$ cat config.mk
export PLATFORM = sky130hd
export DESIGN_NAME = sync_serial_rx_and_duplex
export DESIGN_NICKNAME = d
export VERILOG_FILES = /design/src/pkg/sio_pkg.sv /design/src/core/sync_serial_rx_and_duplex.sv
export VERILOG_INCLUDE_DIRS = /design/src /design/src/pkg
export SDC_FILE = /design/constraint.sdc
export NUM_CORES = 1
export LEC_CHECK = 0
export ABC_AREA = 0
export BUFFER_PORTS_ARGS = -buffer_cell sky130_fd_sc_hd__buf_2
export CORE_MARGIN = 2
export CORE_UTILIZATION = 40
export DETAILED_ROUTE_END_ITERATION = 8
export SLEW_MARGIN = 20
export SYNTH_ARGS = -nofsm -noshare
export SYNTH_HDL_FRONTEND = slang
export SYNTH_SLANG_ARGS = --single-unit
$ cat constraint.sdc
create_clock -name clk -period 2.5 [get_ports clk]
set_input_delay 0.5 -clock clk [delete_from_list [all_inputs] [get_ports clk]]
set_output_delay 0.5 -clock clk [all_outputs]
set_load 0.05 [all_outputs]
$ cat src/pkg/sio_defs.svh
`ifndef SIO_DEFS_SVH
`define SIO_DEFS_SVH
// register byte offsets
`define REG_CONTROL 12'h000
`define REG_STATUS 12'h004
`define REG_TXBUF 12'h008
`define REG_RXBUF 12'h00C
// control fields
`define CTL_START 0
`define CTL_STOP 1
`define CTL_ORDER 2
`define CTL_MODE_LO 3
`define CTL_CKSEL_LO 5
`define CKSEL_EXT 3'h7
`define MODE_TX 2'h0
`define MODE_RX 2'h1
`define MODE_DUPLEX 2'h2
// status fields
`define ST_SHIFT 0
`define ST_ACTIVE 1
`define ST_RXFULL 2
`define ST_TXEMPTY 3
`define ST_OVERRUN 4
`define ST_UNDERRUN 5
// internal serial clock half period in system cycles
`define HALF_DIV_DEFAULT 8'h08
`endif

$ cat src/pkg/sio_pkg.sv
package sio_pkg;
   typedef enum logic [1:0] {st_idle, st_run, st_wait} link_state_e;
endpackage

$ cat src/core/sync_serial_rx_and_duplex.sv
// Chosen here: the register addresses and register access over APB.
`timescale 1ns/100ps
`include "sio_defs.svh"
// How it works
// - missing tx data at ext shift start: underrun, irq
// - underrun holds serial output high
// - force stop resets flags, buffers and counters at once
// - mode 01 receive, 10 full duplex
// - active flag rises on clock falling edge
// - receive samples input on rising edges
// - shift flag from first fall to eighth rise
// - full byte to receive buffer, flag, irq
// - internal clock starts within one period
// - rx read clears full; tx write clears empty
// - internal receive parks clock until read
// - ext clock unread byte gives overrun, irq
// - overrun freezes buffer and shift register
// - after overrun and stop clear, second read returns shift register
// - stop clear needs eight more clocks after overrun
// - overrun suppresses further irqs
// - stop clear finishes byte, output high
// - duplex drives on fall, samples on rise
// - duplex empty on rise after load, irq with full
// - duplex internal parks until read and write
// - duplex underrun irq after full byte
// - mode 00 transmit only
// - order 0 msb first, 1 lsb first
// - clock select 111 takes external clock
module sync_serial_rx_and_duplex
   import sio_pkg::*;
(
   // system
   input wire logic clk,
   input wire logic rst_n,
   input wire logic clk_en,
   // apb slave
   input wire logic psel,
   input wire logic penable,
   input wire logic pwrite,
   input wire logic [11:0] paddr,
   input wire logic [31:0] pwdata,
   output logic [31:0] prdata,
   output logic pready,
   output logic pslverr,
   // serial link
   input wire logic serial_clock_pin_i,
   output logic serial_clock_pin_o,
   output logic serial_clock_pin_oe,
   input wire logic serial_in_line,
   output logic serial_out_line,
   // event
   output logic serial_port_irq
);
   function automatic logic [7:0] shift_in(input logic [7:0] v, input logic b, input logic lsb);
      shift_in = lsb ? {b, v[7:1]} : {v[6:0], b};
   endfunction

   // control and status
   logic start_request_q, start_request_d;
   logic bit_order_q, bit_order_d;
   logic [1:0] transfer_mode_field_q, transfer_mode_field_d;
   logic [2:0] cksel_q, cksel_d;
   logic shift_active_flag_q, shift_active_flag_d;
   logic transfer_active_flag_q, transfer_active_flag_d;
   logic receive_full_flag_q, receive_full_flag_d;
   logic transmit_empty_flag_q, transmit_empty_flag_d;
   logic receive_overrun_flag_q, receive_overrun_flag_d;
   logic transmit_underrun_flag_q, transmit_underrun_flag_d;
   logic [7:0] transmit_buffer_q, transmit_buffer_d;
   logic [7:0] receive_buffer_q, receive_buffer_d;
   logic [7:0] shreg_q, shreg_d;
   logic [3:0] bitcnt_q, bitcnt_d;
   logic rx_read_q, rx_read_d;
   logic tx_written_q, tx_written_d;
   logic second_read_q, second_read_d;
   logic [3:0] drain_q, drain_d;
   logic irq_pend_q, irq_pend_d;
   logic irq_q, irq_d;
   logic out_q, out_d;
   link_state_e state_q, state_d;
   // internal clock generator
   logic [7:0] div_q, div_d;
   logic sck_int_q, sck_int_d;
   // pin synchroniser
   logic [1:0] sck_sync_q;
   logic [1:0] si_sync_q;
   logic sck_prev_q;

   logic ext, wr, rd, run_mode, fall, rise, tx_mode, rx_mode;
   logic [31:0] status_word;

   assign ext = (cksel_q == `CKSEL_EXT);
   assign wr = psel && penable && pwrite;
   assign rd = psel && penable && !pwrite;
   assign tx_mode = (transfer_mode_field_q == `MODE_TX) ||
      (transfer_mode_field_q == `MODE_DUPLEX);
   assign rx_mode = (transfer_mode_field_q == `MODE_RX) ||
      (transfer_mode_field_q == `MODE_DUPLEX);
   assign run_mode = tx_mode || rx_mode;

   // edge finding on the selected clock, ext goes through two flops first
   logic sck_now;
   assign sck_now = ext ? sck_sync_q[1] : sck_int_q;
   assign fall = sck_prev_q && !sck_now;
   assign rise = !sck_prev_q && sck_now;

   assign status_word = {26'h0000000, transmit_underrun_flag_q, receive_overrun_flag_q,
      transmit_empty_flag_q, receive_full_flag_q, transfer_active_flag_q,
      shift_active_flag_q};

   assign pready = 1'b1;
   assign pslverr = 1'b0;
   assign serial_clock_pin_o = sck_int_q;
   assign serial_clock_pin_oe = !ext;
   assign serial_out_line = out_q;
   assign serial_port_irq = irq_q;

   always_comb begin
      logic go;
      go = 1'b0;
      start_request_d = start_request_q;
      bit_order_d = bit_order_q;
      transfer_mode_field_d = transfer_mode_field_q;
      cksel_d = cksel_q;
      shift_active_flag_d = shift_active_flag_q;
      transfer_active_flag_d = transfer_active_flag_q;
      receive_full_flag_d = receive_full_flag_q;
      transmit_empty_flag_d = transmit_empty_flag_q;
      receive_overrun_flag_d = receive_overrun_flag_q;
      transmit_underrun_flag_d = transmit_underrun_flag_q;
      transmit_buffer_d = transmit_buffer_q;
      receive_buffer_d = receive_buffer_q;
      shreg_d = shreg_q;
      bitcnt_d = bitcnt_q;
      rx_read_d = rx_read_q;
      tx_written_d = tx_written_q;
      second_read_d = second_read_q;
      drain_d = drain_q;
      irq_pend_d = irq_pend_q;
      irq_d = 1'b0;
      out_d = out_q;
      state_d = state_q;
      div_d = div_q;
      sck_int_d = sck_int_q;
      prdata = 32'h00000000;

      // register reads
      if (psel && !pwrite) begin
         case (paddr)
            `REG_CONTROL: prdata = {24'h000000, cksel_q, transfer_mode_field_q, bit_order_q,
               1'b0, start_request_q};
            `REG_STATUS: prdata = status_word;
            `REG_TXBUF: prdata = {24'h000000, transmit_buffer_q};
            `REG_RXBUF: prdata = {24'h000000, second_read_q ? shreg_q : receive_buffer_q};
            default: prdata = 32'h00000000;
         endcase
      end

      // internal clock generator: runs only while a byte is moving
      if (state_q == st_run && !ext) begin
         if (div_q == `HALF_DIV_DEFAULT - 8'h01) begin
            div_d = 8'h00;
            sck_int_d = !sck_int_q;
         end else begin
            div_d = div_q + 8'h01;
         end
      end else begin
         div_d = 8'h00;
         sck_int_d = 1'b1;
      end

      // link state machine
      case (state_q)
         st_idle: begin
            if (start_request_q && run_mode) begin
               // internal clock waits for data in transmit modes
               if (ext || !tx_mode || !transmit_empty_flag_q) begin
                  state_d = st_run;
               end
            end
         end
         st_run: begin
            if (fall && bitcnt_q < 4'h8) begin
               if (bitcnt_q == 4'h0) begin
                  go = 1'b1;
                  transfer_active_flag_d = 1'b1;
                  shift_active_flag_d = 1'b1;
                  if (tx_mode) begin
                     if (transmit_empty_flag_q) begin
                        transmit_underrun_flag_d = 1'b1;
                        if (transfer_mode_field_q == `MODE_TX) begin
                           irq_pend_d = 1'b1;
                        end
                     end else begin
                        shreg_d = transmit_buffer_q;
                        tx_written_d = 1'b0;
                     end
                  end
               end
               if (tx_mode) begin
                  // drive on fall
                  out_d = (transmit_underrun_flag_q || transmit_underrun_flag_d) ? 1'b1 :
                     (bit_order_q ? shreg_d[0] : shreg_d[7]);
               end
               bitcnt_d = bitcnt_q + 4'h1;
            end
            if (fall && irq_pend_q) begin
               irq_pend_d = 1'b0;
               irq_d = !receive_overrun_flag_q;
            end
            if (rise && bitcnt_q != 4'h0) begin
               if (bitcnt_q == 4'h1 && tx_mode && !transmit_underrun_flag_q) begin
                  transmit_empty_flag_d = 1'b1;
               end
               // shared register: outgoing bit always sits at the end being shifted out
               if (run_mode && !receive_overrun_flag_q) begin
                  shreg_d = shift_in(shreg_q, si_sync_q[1], bit_order_q);
               end
               if (drain_q != 4'h0) begin
                  drain_d = drain_q - 4'h1;
               end
               if (bitcnt_q == 4'h8) begin
                  bitcnt_d = 4'h0;
                  shift_active_flag_d = 1'b0;
                  if (rx_mode && !receive_overrun_flag_q) begin
                     if (receive_full_flag_q && ext) begin
                        receive_overrun_flag_d = 1'b1;
                        irq_d = 1'b1;
                     end else begin
                        receive_buffer_d = shreg_d;
                        receive_full_flag_d = 1'b1;
                        irq_d = 1'b1;
                        rx_read_d = 1'b0;
                     end
                  end else if (transfer_mode_field_q == `MODE_TX && !receive_overrun_flag_q
                     && !transmit_underrun_flag_q) begin
                     irq_d = 1'b1;
                  end
                  if (transfer_mode_field_q == `MODE_DUPLEX && transmit_underrun_flag_q) begin
                     irq_d = !receive_overrun_flag_q;
                  end
                  if (!start_request_q && drain_q == 4'h0) begin
                     state_d = st_idle;
                     transfer_active_flag_d = 1'b0;
                     out_d = 1'b1;
                  end else if (!ext) begin
                     state_d = st_wait;
                  end
               end
            end
            if (receive_overrun_flag_q && !start_request_q && drain_q == 4'h0 &&
               bitcnt_q == 4'h0) begin
               state_d = st_idle;
               transfer_active_flag_d = 1'b0;
            end
         end
         st_wait: begin
            // auto wait: clock parked high
            if (!start_request_q) begin
               state_d = st_idle;
               transfer_active_flag_d = 1'b0;
               out_d = 1'b1;
            end else if (transfer_mode_field_q == `MODE_RX && rx_read_q) begin
               state_d = st_run;
            end else if (transfer_mode_field_q == `MODE_DUPLEX && rx_read_q &&
               tx_written_q) begin
               state_d = st_run;
            end else if (transfer_mode_field_q == `MODE_TX && tx_written_q) begin
               state_d = st_run;
            end
         end
         default: state_d = st_idle;
      endcase

      // register writes and read side effects
      if (rd && paddr == `REG_RXBUF) begin
         receive_full_flag_d = receive_full_flag_d && !receive_full_flag_q;
         rx_read_d = rx_read_d || receive_full_flag_q;
         if (receive_overrun_flag_q && !start_request_q) begin
            second_read_d = 1'b1;
         end
      end
      if (wr) begin
         case (paddr)
            `REG_CONTROL: begin
               bit_order_d = pwdata[`CTL_ORDER];
               transfer_mode_field_d = pwdata[`CTL_MODE_LO+1:`CTL_MODE_LO];
               cksel_d = pwdata[`CTL_CKSEL_LO+2:`CTL_CKSEL_LO];
               if (start_request_q && !pwdata[`CTL_START] && receive_overrun_flag_q) begin
                  drain_d = 4'h8;
               end
               start_request_d = pwdata[`CTL_START];
            end
            `REG_STATUS: begin
               // write 0 clears overrun, and full with it
               if (!pwdata[`ST_OVERRUN] && receive_overrun_flag_q) begin
                  receive_overrun_flag_d = 1'b0;
                  receive_full_flag_d = 1'b0;
                  second_read_d = 1'b0;
               end
            end
            `REG_TXBUF: begin
               transmit_buffer_d = pwdata[7:0];
               transmit_empty_flag_d = go ? transmit_empty_flag_d : 1'b0;
               tx_written_d = 1'b1;
            end
            default: ;
         endcase
      end

      // force stop wins over everything
      if (wr && paddr == `REG_CONTROL && pwdata[`CTL_STOP]) begin
         start_request_d = 1'b0;
         shift_active_flag_d = 1'b0;
         transfer_active_flag_d = 1'b0;
         receive_full_flag_d = 1'b0;
         transmit_empty_flag_d = 1'b1;
         receive_overrun_flag_d = 1'b0;
         transmit_underrun_flag_d = 1'b0;
         transmit_buffer_d = 8'h00;
         receive_buffer_d = 8'h00;
         shreg_d = 8'h00;
         bitcnt_d = 4'h0;
         drain_d = 4'h0;
         second_read_d = 1'b0;
         irq_pend_d = 1'b0;
         irq_d = 1'b0;
         out_d = 1'b1;
         state_d = st_idle;
      end
   end

   always_ff @(posedge clk or negedge rst_n) begin
      if (!rst_n) begin
         sck_sync_q <= 2'b11;
         si_sync_q <= 2'b11;
         sck_prev_q <= 1'b1;
      end else if (clk_en) begin
         sck_sync_q <= {sck_sync_q[0], serial_clock_pin_i};
         si_sync_q <= {si_sync_q[0], serial_in_line};
         sck_prev_q <= sck_now;
      end
   end

   always_ff @(posedge clk or negedge rst_n) begin
      if (!rst_n) begin
         start_request_q <= 1'b0;
         bit_order_q <= 1'b0;
         transfer_mode_field_q <= `MODE_TX;
         cksel_q <= 3'h0;
         shift_active_flag_q <= 1'b0;
         transfer_active_flag_q <= 1'b0;
         receive_full_flag_q <= 1'b0;
         transmit_empty_flag_q <= 1'b1;
         receive_overrun_flag_q <= 1'b0;
         transmit_underrun_flag_q <= 1'b0;
         transmit_buffer_q <= 8'h00;
         receive_buffer_q <= 8'h00;
         shreg_q <= 8'h00;
         bitcnt_q <= 4'h0;
         rx_read_q <= 1'b0;
         tx_written_q <= 1'b0;
         second_read_q <= 1'b0;
         drain_q <= 4'h0;
         irq_pend_q <= 1'b0;
         irq_q <= 1'b0;
         out_q <= 1'b1;
         state_q <= st_idle;
         div_q <= 8'h00;
         sck_int_q <= 1'b1;
      end else if (clk_en) begin
         start_request_q <= start_request_d;
         bit_order_q <= bit_order_d;
         transfer_mode_field_q <= transfer_mode_field_d;
         cksel_q <= cksel_d;
         shift_active_flag_q <= shift_active_flag_d;
         transfer_active_flag_q <= transfer_active_flag_d;
         receive_full_flag_q <= receive_full_flag_d;
         transmit_empty_flag_q <= transmit_empty_flag_d;
         receive_overrun_flag_q <= receive_overrun_flag_d;
         transmit_underrun_flag_q <= transmit_underrun_flag_d;
         transmit_buffer_q <= transmit_buffer_d;
         receive_buffer_q <= receive_buffer_d;
         shreg_q <= shreg_d;
         bitcnt_q <= bitcnt_d;
         rx_read_q <= rx_read_d;
         tx_written_q <= tx_written_d;
         second_read_q <= second_read_d;
         drain_q <= drain_d;
         irq_pend_q <= irq_pend_d;
         irq_q <= irq_d;
         out_q <= out_d;
         state_q <= state_d;
         div_q <= div_d;
         sck_int_q <= sck_int_d;
      end
   end
endmodule

Word-level counts from Yosys, hierarchy flattened
Cells that the tools add are included.
{"block": "word_totals", "ff_bits": 67, "out_inout_bits": 38, "wordCells": 287}
{"block": "op_classes", "add_sub_neg": 3, "magnitude_cmp": 1, "n_eq_ne": 20, "muxes": 151, "n_reduce_logical": 85}
{"cell": "2-to-1 mux 8 bit", "n": 21}
{"cell": "2-to-1 mux 1 bit", "n": 101}
{"cell": "2-to-1 mux 4 bit", "n": 12}
{"cell": "logical AND 1 bit", "n": 34}
{"cell": "2-to-1 mux 32 bit", "n": 1}
{"cell": "case mux 8 bit (4 select lines)", "n": 1}
{"cell": "equality test 12 x 4 -> 1 bit (second input constant)", "n": 2}
{"cell": "2-to-1 mux 2 bit", "n": 12}
{"cell": "nonzero test 3 bit", "n": 6}
{"cell": "nonzero test 2 bit", "n": 8}
{"cell": "AND reduction 3 bit", "n": 5}
{"cell": "AND reduction 7 bit", "n": 2}
{"cell": "zero test 1 bit", "n": 13}
{"cell": "equality test 12 x 3 -> 1 bit (second input constant)", "n": 1}
{"cell": "zero test 12 bit", "n": 1}
{"cell": "inequality test 3 bit (second input constant)", "n": 3}
{"cell": "adder 8 x 1 -> 8 bit (second input constant)", "n": 1}
{"cell": "equality test 8 x 3 -> 1 bit (second input constant)", "n": 1}
{"cell": "zero test 4 bit", "n": 2}
{"cell": "inequality test 4 x 1 -> 1 bit (second input constant)", "n": 2}
{"cell": "nonzero test 4 bit", "n": 2}
{"cell": "logical OR 1 bit", "n": 7}
{"cell": "inequality test 6 bit (second input constant)", "n": 1}
{"cell": "case mux 2 bit (3 select lines)", "n": 1}
{"cell": "other kinds (14)", "n": 20}

Depth between registers and ports, before layout
{"block": "depth", "word_depth": 16, "ltp_mapped": 9, "mapped_depth_nobuf": 7}

Worst setup path before layout
Ideal clock, no wire load.
{"block": "synth_path", "path_type": "input-to-output", "startpoint": "in paddr[3]", "endpoint": "out prdata[3]", "arrival_ps": 2365, "required_ps": 2000, "slack_ps": -365, "cell_stages": 4, "n_path_buf": 1, "cell_sequence": "clkbuf_1 > clkinv_1 > o211a_1 > a211oi_1"}
{"block": "synth_between", "elab_chain_len": 3, "elab_cells_between_ends": 6, "classes_between": "eq/ne: 3; mux: 2; reduce/logical: 1"}
{"element": "start, declared", "line_no": "sync_serial_rx_and_duplex.sv:40", "rtl": "input wire logic [11:0] paddr,"}
{"element": "equality test 12 x 4 -> 1 bit (tied with other cells)", "line_no": "sync_serial_rx_and_duplex.sv:149", "rtl": "case (paddr)"}
{"element": "case mux 8 bit (4 select lines) *", "line_no": "sync_serial_rx_and_duplex.sv:149"}
{"element": "2-to-1 mux 32 bit *", "line_no": "sync_serial_rx_and_duplex.sv:148", "rtl": "if (psel && !pwrite) begin"}
{"element": "end, declared", "line_no": "sync_serial_rx_and_duplex.sv:42", "rtl": "output logic [31:0] prdata,"}
Mark *: on every way between the ends. The rest lies on a longest branch, timed or not.

Worst setup path in the final report
{"block": "layout_path", "startpoint": "reg second_read_q", "endpoint": "out prdata[5]"}
{"block": "layout_between", "elab_chain_len": 3}
{"element": "start, declared", "line_no": "sync_serial_rx_and_duplex.sv:75", "rtl": "logic second_read_q, second_read_d;"}
{"element": "start signal, assigned", "line_no": "sync_serial_rx_and_duplex.sv:388", "rtl": "second_read_q <= second_read_d;"}
{"element": "2-to-1 mux 8 bit", "line_no": "sync_serial_rx_and_duplex.sv:154", "rtl": "`REG_RXBUF: prdata = {24'h000000, second_read_q ? shreg_q : receive_buffer_q};"}
{"element": "case mux 8 bit (4 select lines)", "line_no": "sync_serial_rx_and_duplex.sv:149"}
{"element": "2-to-1 mux 32 bit", "line_no": "sync_serial_rx_and_duplex.sv:148"}
No other way between the ends.

==> key figures <==
Timing
  – Fin Setup TNS: 0 ps
  – Period Utilization, post-route: 0.987
  – Worst Skew: 10.9 ps
  – Setup violations, final: 0
  – Final Max Slew Viols: 0
  – Fin crit period: 2470 ps
  – Slew headroom: 0.504
  – RSZ-0062 raised after global routing: yes
  – Fmax: 405 MHz
  – Final Hold Vio Count: 0
  – Actual slew at the worst max-slew pin: 724 ps

Floorplan
  – Site Rows: 39
  – Initial Util: 0.407
  – DIE AREA: 0.0124 mm^2
  – Die width: 112 um
  – Vert. Die Dim: 112 um
  – Core Area: 0.0114 mm^2
  – IO Count: 90

Power
  – P_leak: 2.49 nW
  – Peak supply drop: 274 uV
  – Final total power: 0.00273 W
  – Pwr dens: 498 mW/mm^2

Clock tree
  – Root Buffer: clkbuf_16
  – Reg clk slew, reported paths: 60 ps
  – Hold-fix buffers, CTS: 0
  – CTS tree: done
  – # H-tree levels: 3
  – Clock Sinks: 67
  – Clock tree buffer depth: 2
  – CTS buffer count: 9
  – Worst skew pair latency: 330 ps

Synthesis
  – Sequential area share after synthesis: 0.365
  – Most area-hungry cell type in the Yosys netlist: dfrtp_1
  – Synth top area share: 0.319
  – Mapped cell area: 0.00463 mm^2
  – Area contributors post-synth: dfrtp_1 32%, mux2i_1 4.8%, buf_4 4.5%, dfstp_2 4.5%, o21ai_0 3.6%
  – Synth warn: 0
  – Synth async-reset ratio: 1.00
  – EDFF count, synth: 0
  – Number of synthesized register bits: 67
  – Syn Area/Cell: 9.46 um^2
  – Syn Inst Count: 489
  – Most frequent cell after synthesis: dfrtp_1
  – Top cells by count, synth: 59 x dfrtp_1, 43 x nor2_1, 33 x nand2_1, 33 x o21ai_0, 28 x buf_4
  – Unique cell type count in the Yosys netlist: 73
  – Synth Flop Type: dfrtp_1

Worst setup path
  – Worst Setup End Kind: output pin
  – CP startpoint kind: flop
  – Slowest CP cell: dfrtp_2
  – Largest delay share family, worst path: multiplexers
  – Worst path max stage delay: 490 ps
  – CP max FO: 8
  – Critical path required time: 2000 ps
  – CP bufs+invs: 1
  – Critical path class: reg2out
  – CP Cell Sequence: mux2_2 > mux4_2 > nor2b_1 > buf_6
  – WP data arrival: 1970 ps

Global route
  – Grt ovf: 0
  – Total GRT Usage: 0.220
  – Largest net degree at the start of global routing: 46
  – Vias in the first global route: 4090
  – First-pass GRT wire length: 21700 um
  – Initial antenna violation count: 0

Final layout
  – Number of antenna diodes: 0
  – Layout area overhead: 18.5%
  – Layout cells sized above 1: 0.267
  – Util after Layout: 0.482
  – Final Net Count: 618

Routing
  – Wire per inst: 19.3 um
  – DRT antenna net count: 0
  – Initial DRC Count: 397
  – Drt drc: 0
  – Routed via count: 4167
  – Vias/cell: 5.92
  – Pre-Repair DR Iteration Count: 5
  – Total Wirelength: 13600 um

Placed design
  – Global placer's final weighted congestion: 0.923
  – Port bufs: 39
  – DP HPWL: 9910 um

Status
  – Outcome: finished, final reports clean

Worst hold path
  – Hold/Removal Path Class: in2async

Flow run
  – Max Cap Viol: 0
cells by family after synthesis:
kind of cell	Yosys count	share of synthesized area
DFF	67	0.365
xor gates and xnor gates	5	0.00947
adders and majority gates	10	0.0270
and+or+nand+nor	176	0.207
AOI/OAI and AO/OA	125	0.202
other	2	0.00162
muxes	41	0.107
buffers and inverters	63	0.0809
sequential cells by signal (all words and copies together), names as in the netlist, 2 cells and up:
name	flops
sck_sync_q	2
drain_q	4
si_sync_q	2
div_q	8
receive_buffer_q	8
state_q	2
transmit_buffer_q	8
cksel_q	3
transfer_mode_field_q	2
bitcnt_q	4
shreg_q	8
worst reg2reg max path, stage by stage, from the launching register on:
cell and delay (ps):
dfrtp_1 410, inv_1 90, ha_1 190, or3b_1 420, nor3_4 210, mux4_1 320, nor4b_1 520, a31oi_1 180
report_power, final:
| part | switching (W) | internal [W] |
|---|---|---|
| registers | 0.0000143 | 0.00111 |
| logic | 0.000195 | 0.0000668 |
| clock network | 0.000469 | 0.000882 |
| total | 0.000678 | 0.00205 |
cell type report:
class | instances | area (um^2)
inverter | 16 | 62.6
clock buffer | 15 | 288
multi-input combinational | 383 | 2700
sequential | 67 | 1690
tap | 143 | 179
timing repair buffer | 79 | 534
fill | 1091 | 5890
clock inverter | 1 | 30.0
through the flow:
step	cell area (um^2)	hold WS [ps]	worst slack, ps	std cells
2_1_floorplan	4730	204	-43.7	513
3_3_place_gp	5080	484	-78.5	684
3_5_place_dp	5080	489	-124	684
4_1_cts	5440	172	0.653	703
5_1_grt	5480	193	-8.82	704
6_report	5480	162	33.0	704
worst paths after layout:
kind | start | depth (start not counted) | end | slack (ps)
max | second_read_q | 4 | prdata[5] | 30
min | rst_n | 1 | transmit_buffer_q[3] | 160
max reg2reg | bitcnt_q[0] | 7 | serial_out_line | 70
min reg2reg | receive_buffer_q[1] | 2 | receive_buffer_q[1] | 500
max in group asynchronous | rst_n | 2 | sck_sync_q[0] | 1620
min in group clk | serial_clock_pin_i | 2 | sck_sync_q[0] | 400
layer usage:
| metal | vias to the layer above | part of all wire | global-route usage |
|---|---|---|---|
| met4 | 0 | 0.012 | 0.0658 |
| li1 | 1898 | - | - |
| met1 | 2077 | 0.43 | 0.299 |
| met2 | 176 | 0.48 | 0.353 |
| met3 | 16 | 0.085 | 0.0523 |
| met5 | - | 0 | 0 |
repair_timing:
| action | 4_1_cts | 5_1_grt |
|---|---|---|
| pin swaps | 1 | 0 |
| resized for setup | 5 | 9 |
| endpoints found under the setup margin | 6 | 6 |
| buffers inserted | 3 | 1 |
cells in the final DEF (no fill, tap or decap), types with 6 or more instances in the layout:
cell type  Yosys  final
ha_1          10     10
nand4_1        8      8
conb_1         2     26
a21boi_2       7      7
mux2i_1       22     22
buf_4         28     41
nand3_1       19     19
dfrtp_1       59     58
inv_1         14     14
mux2_2        13     12
o31ai_2        7      7
buf_2          3     33
nor3_1         6      6
and3_1        16     16
nor2_1        43     41
nor2b_1       16     14
clkbuf_16      0      9
dfstp_2        8      8
a21oi_1       14     13
o221ai_1       7      7
nand2_1       33     33
o21ai_0       33     33
o21ai_1        8      8
a31oi_1        7      7
No activity file was read; power rests on OpenSTA's default activity.
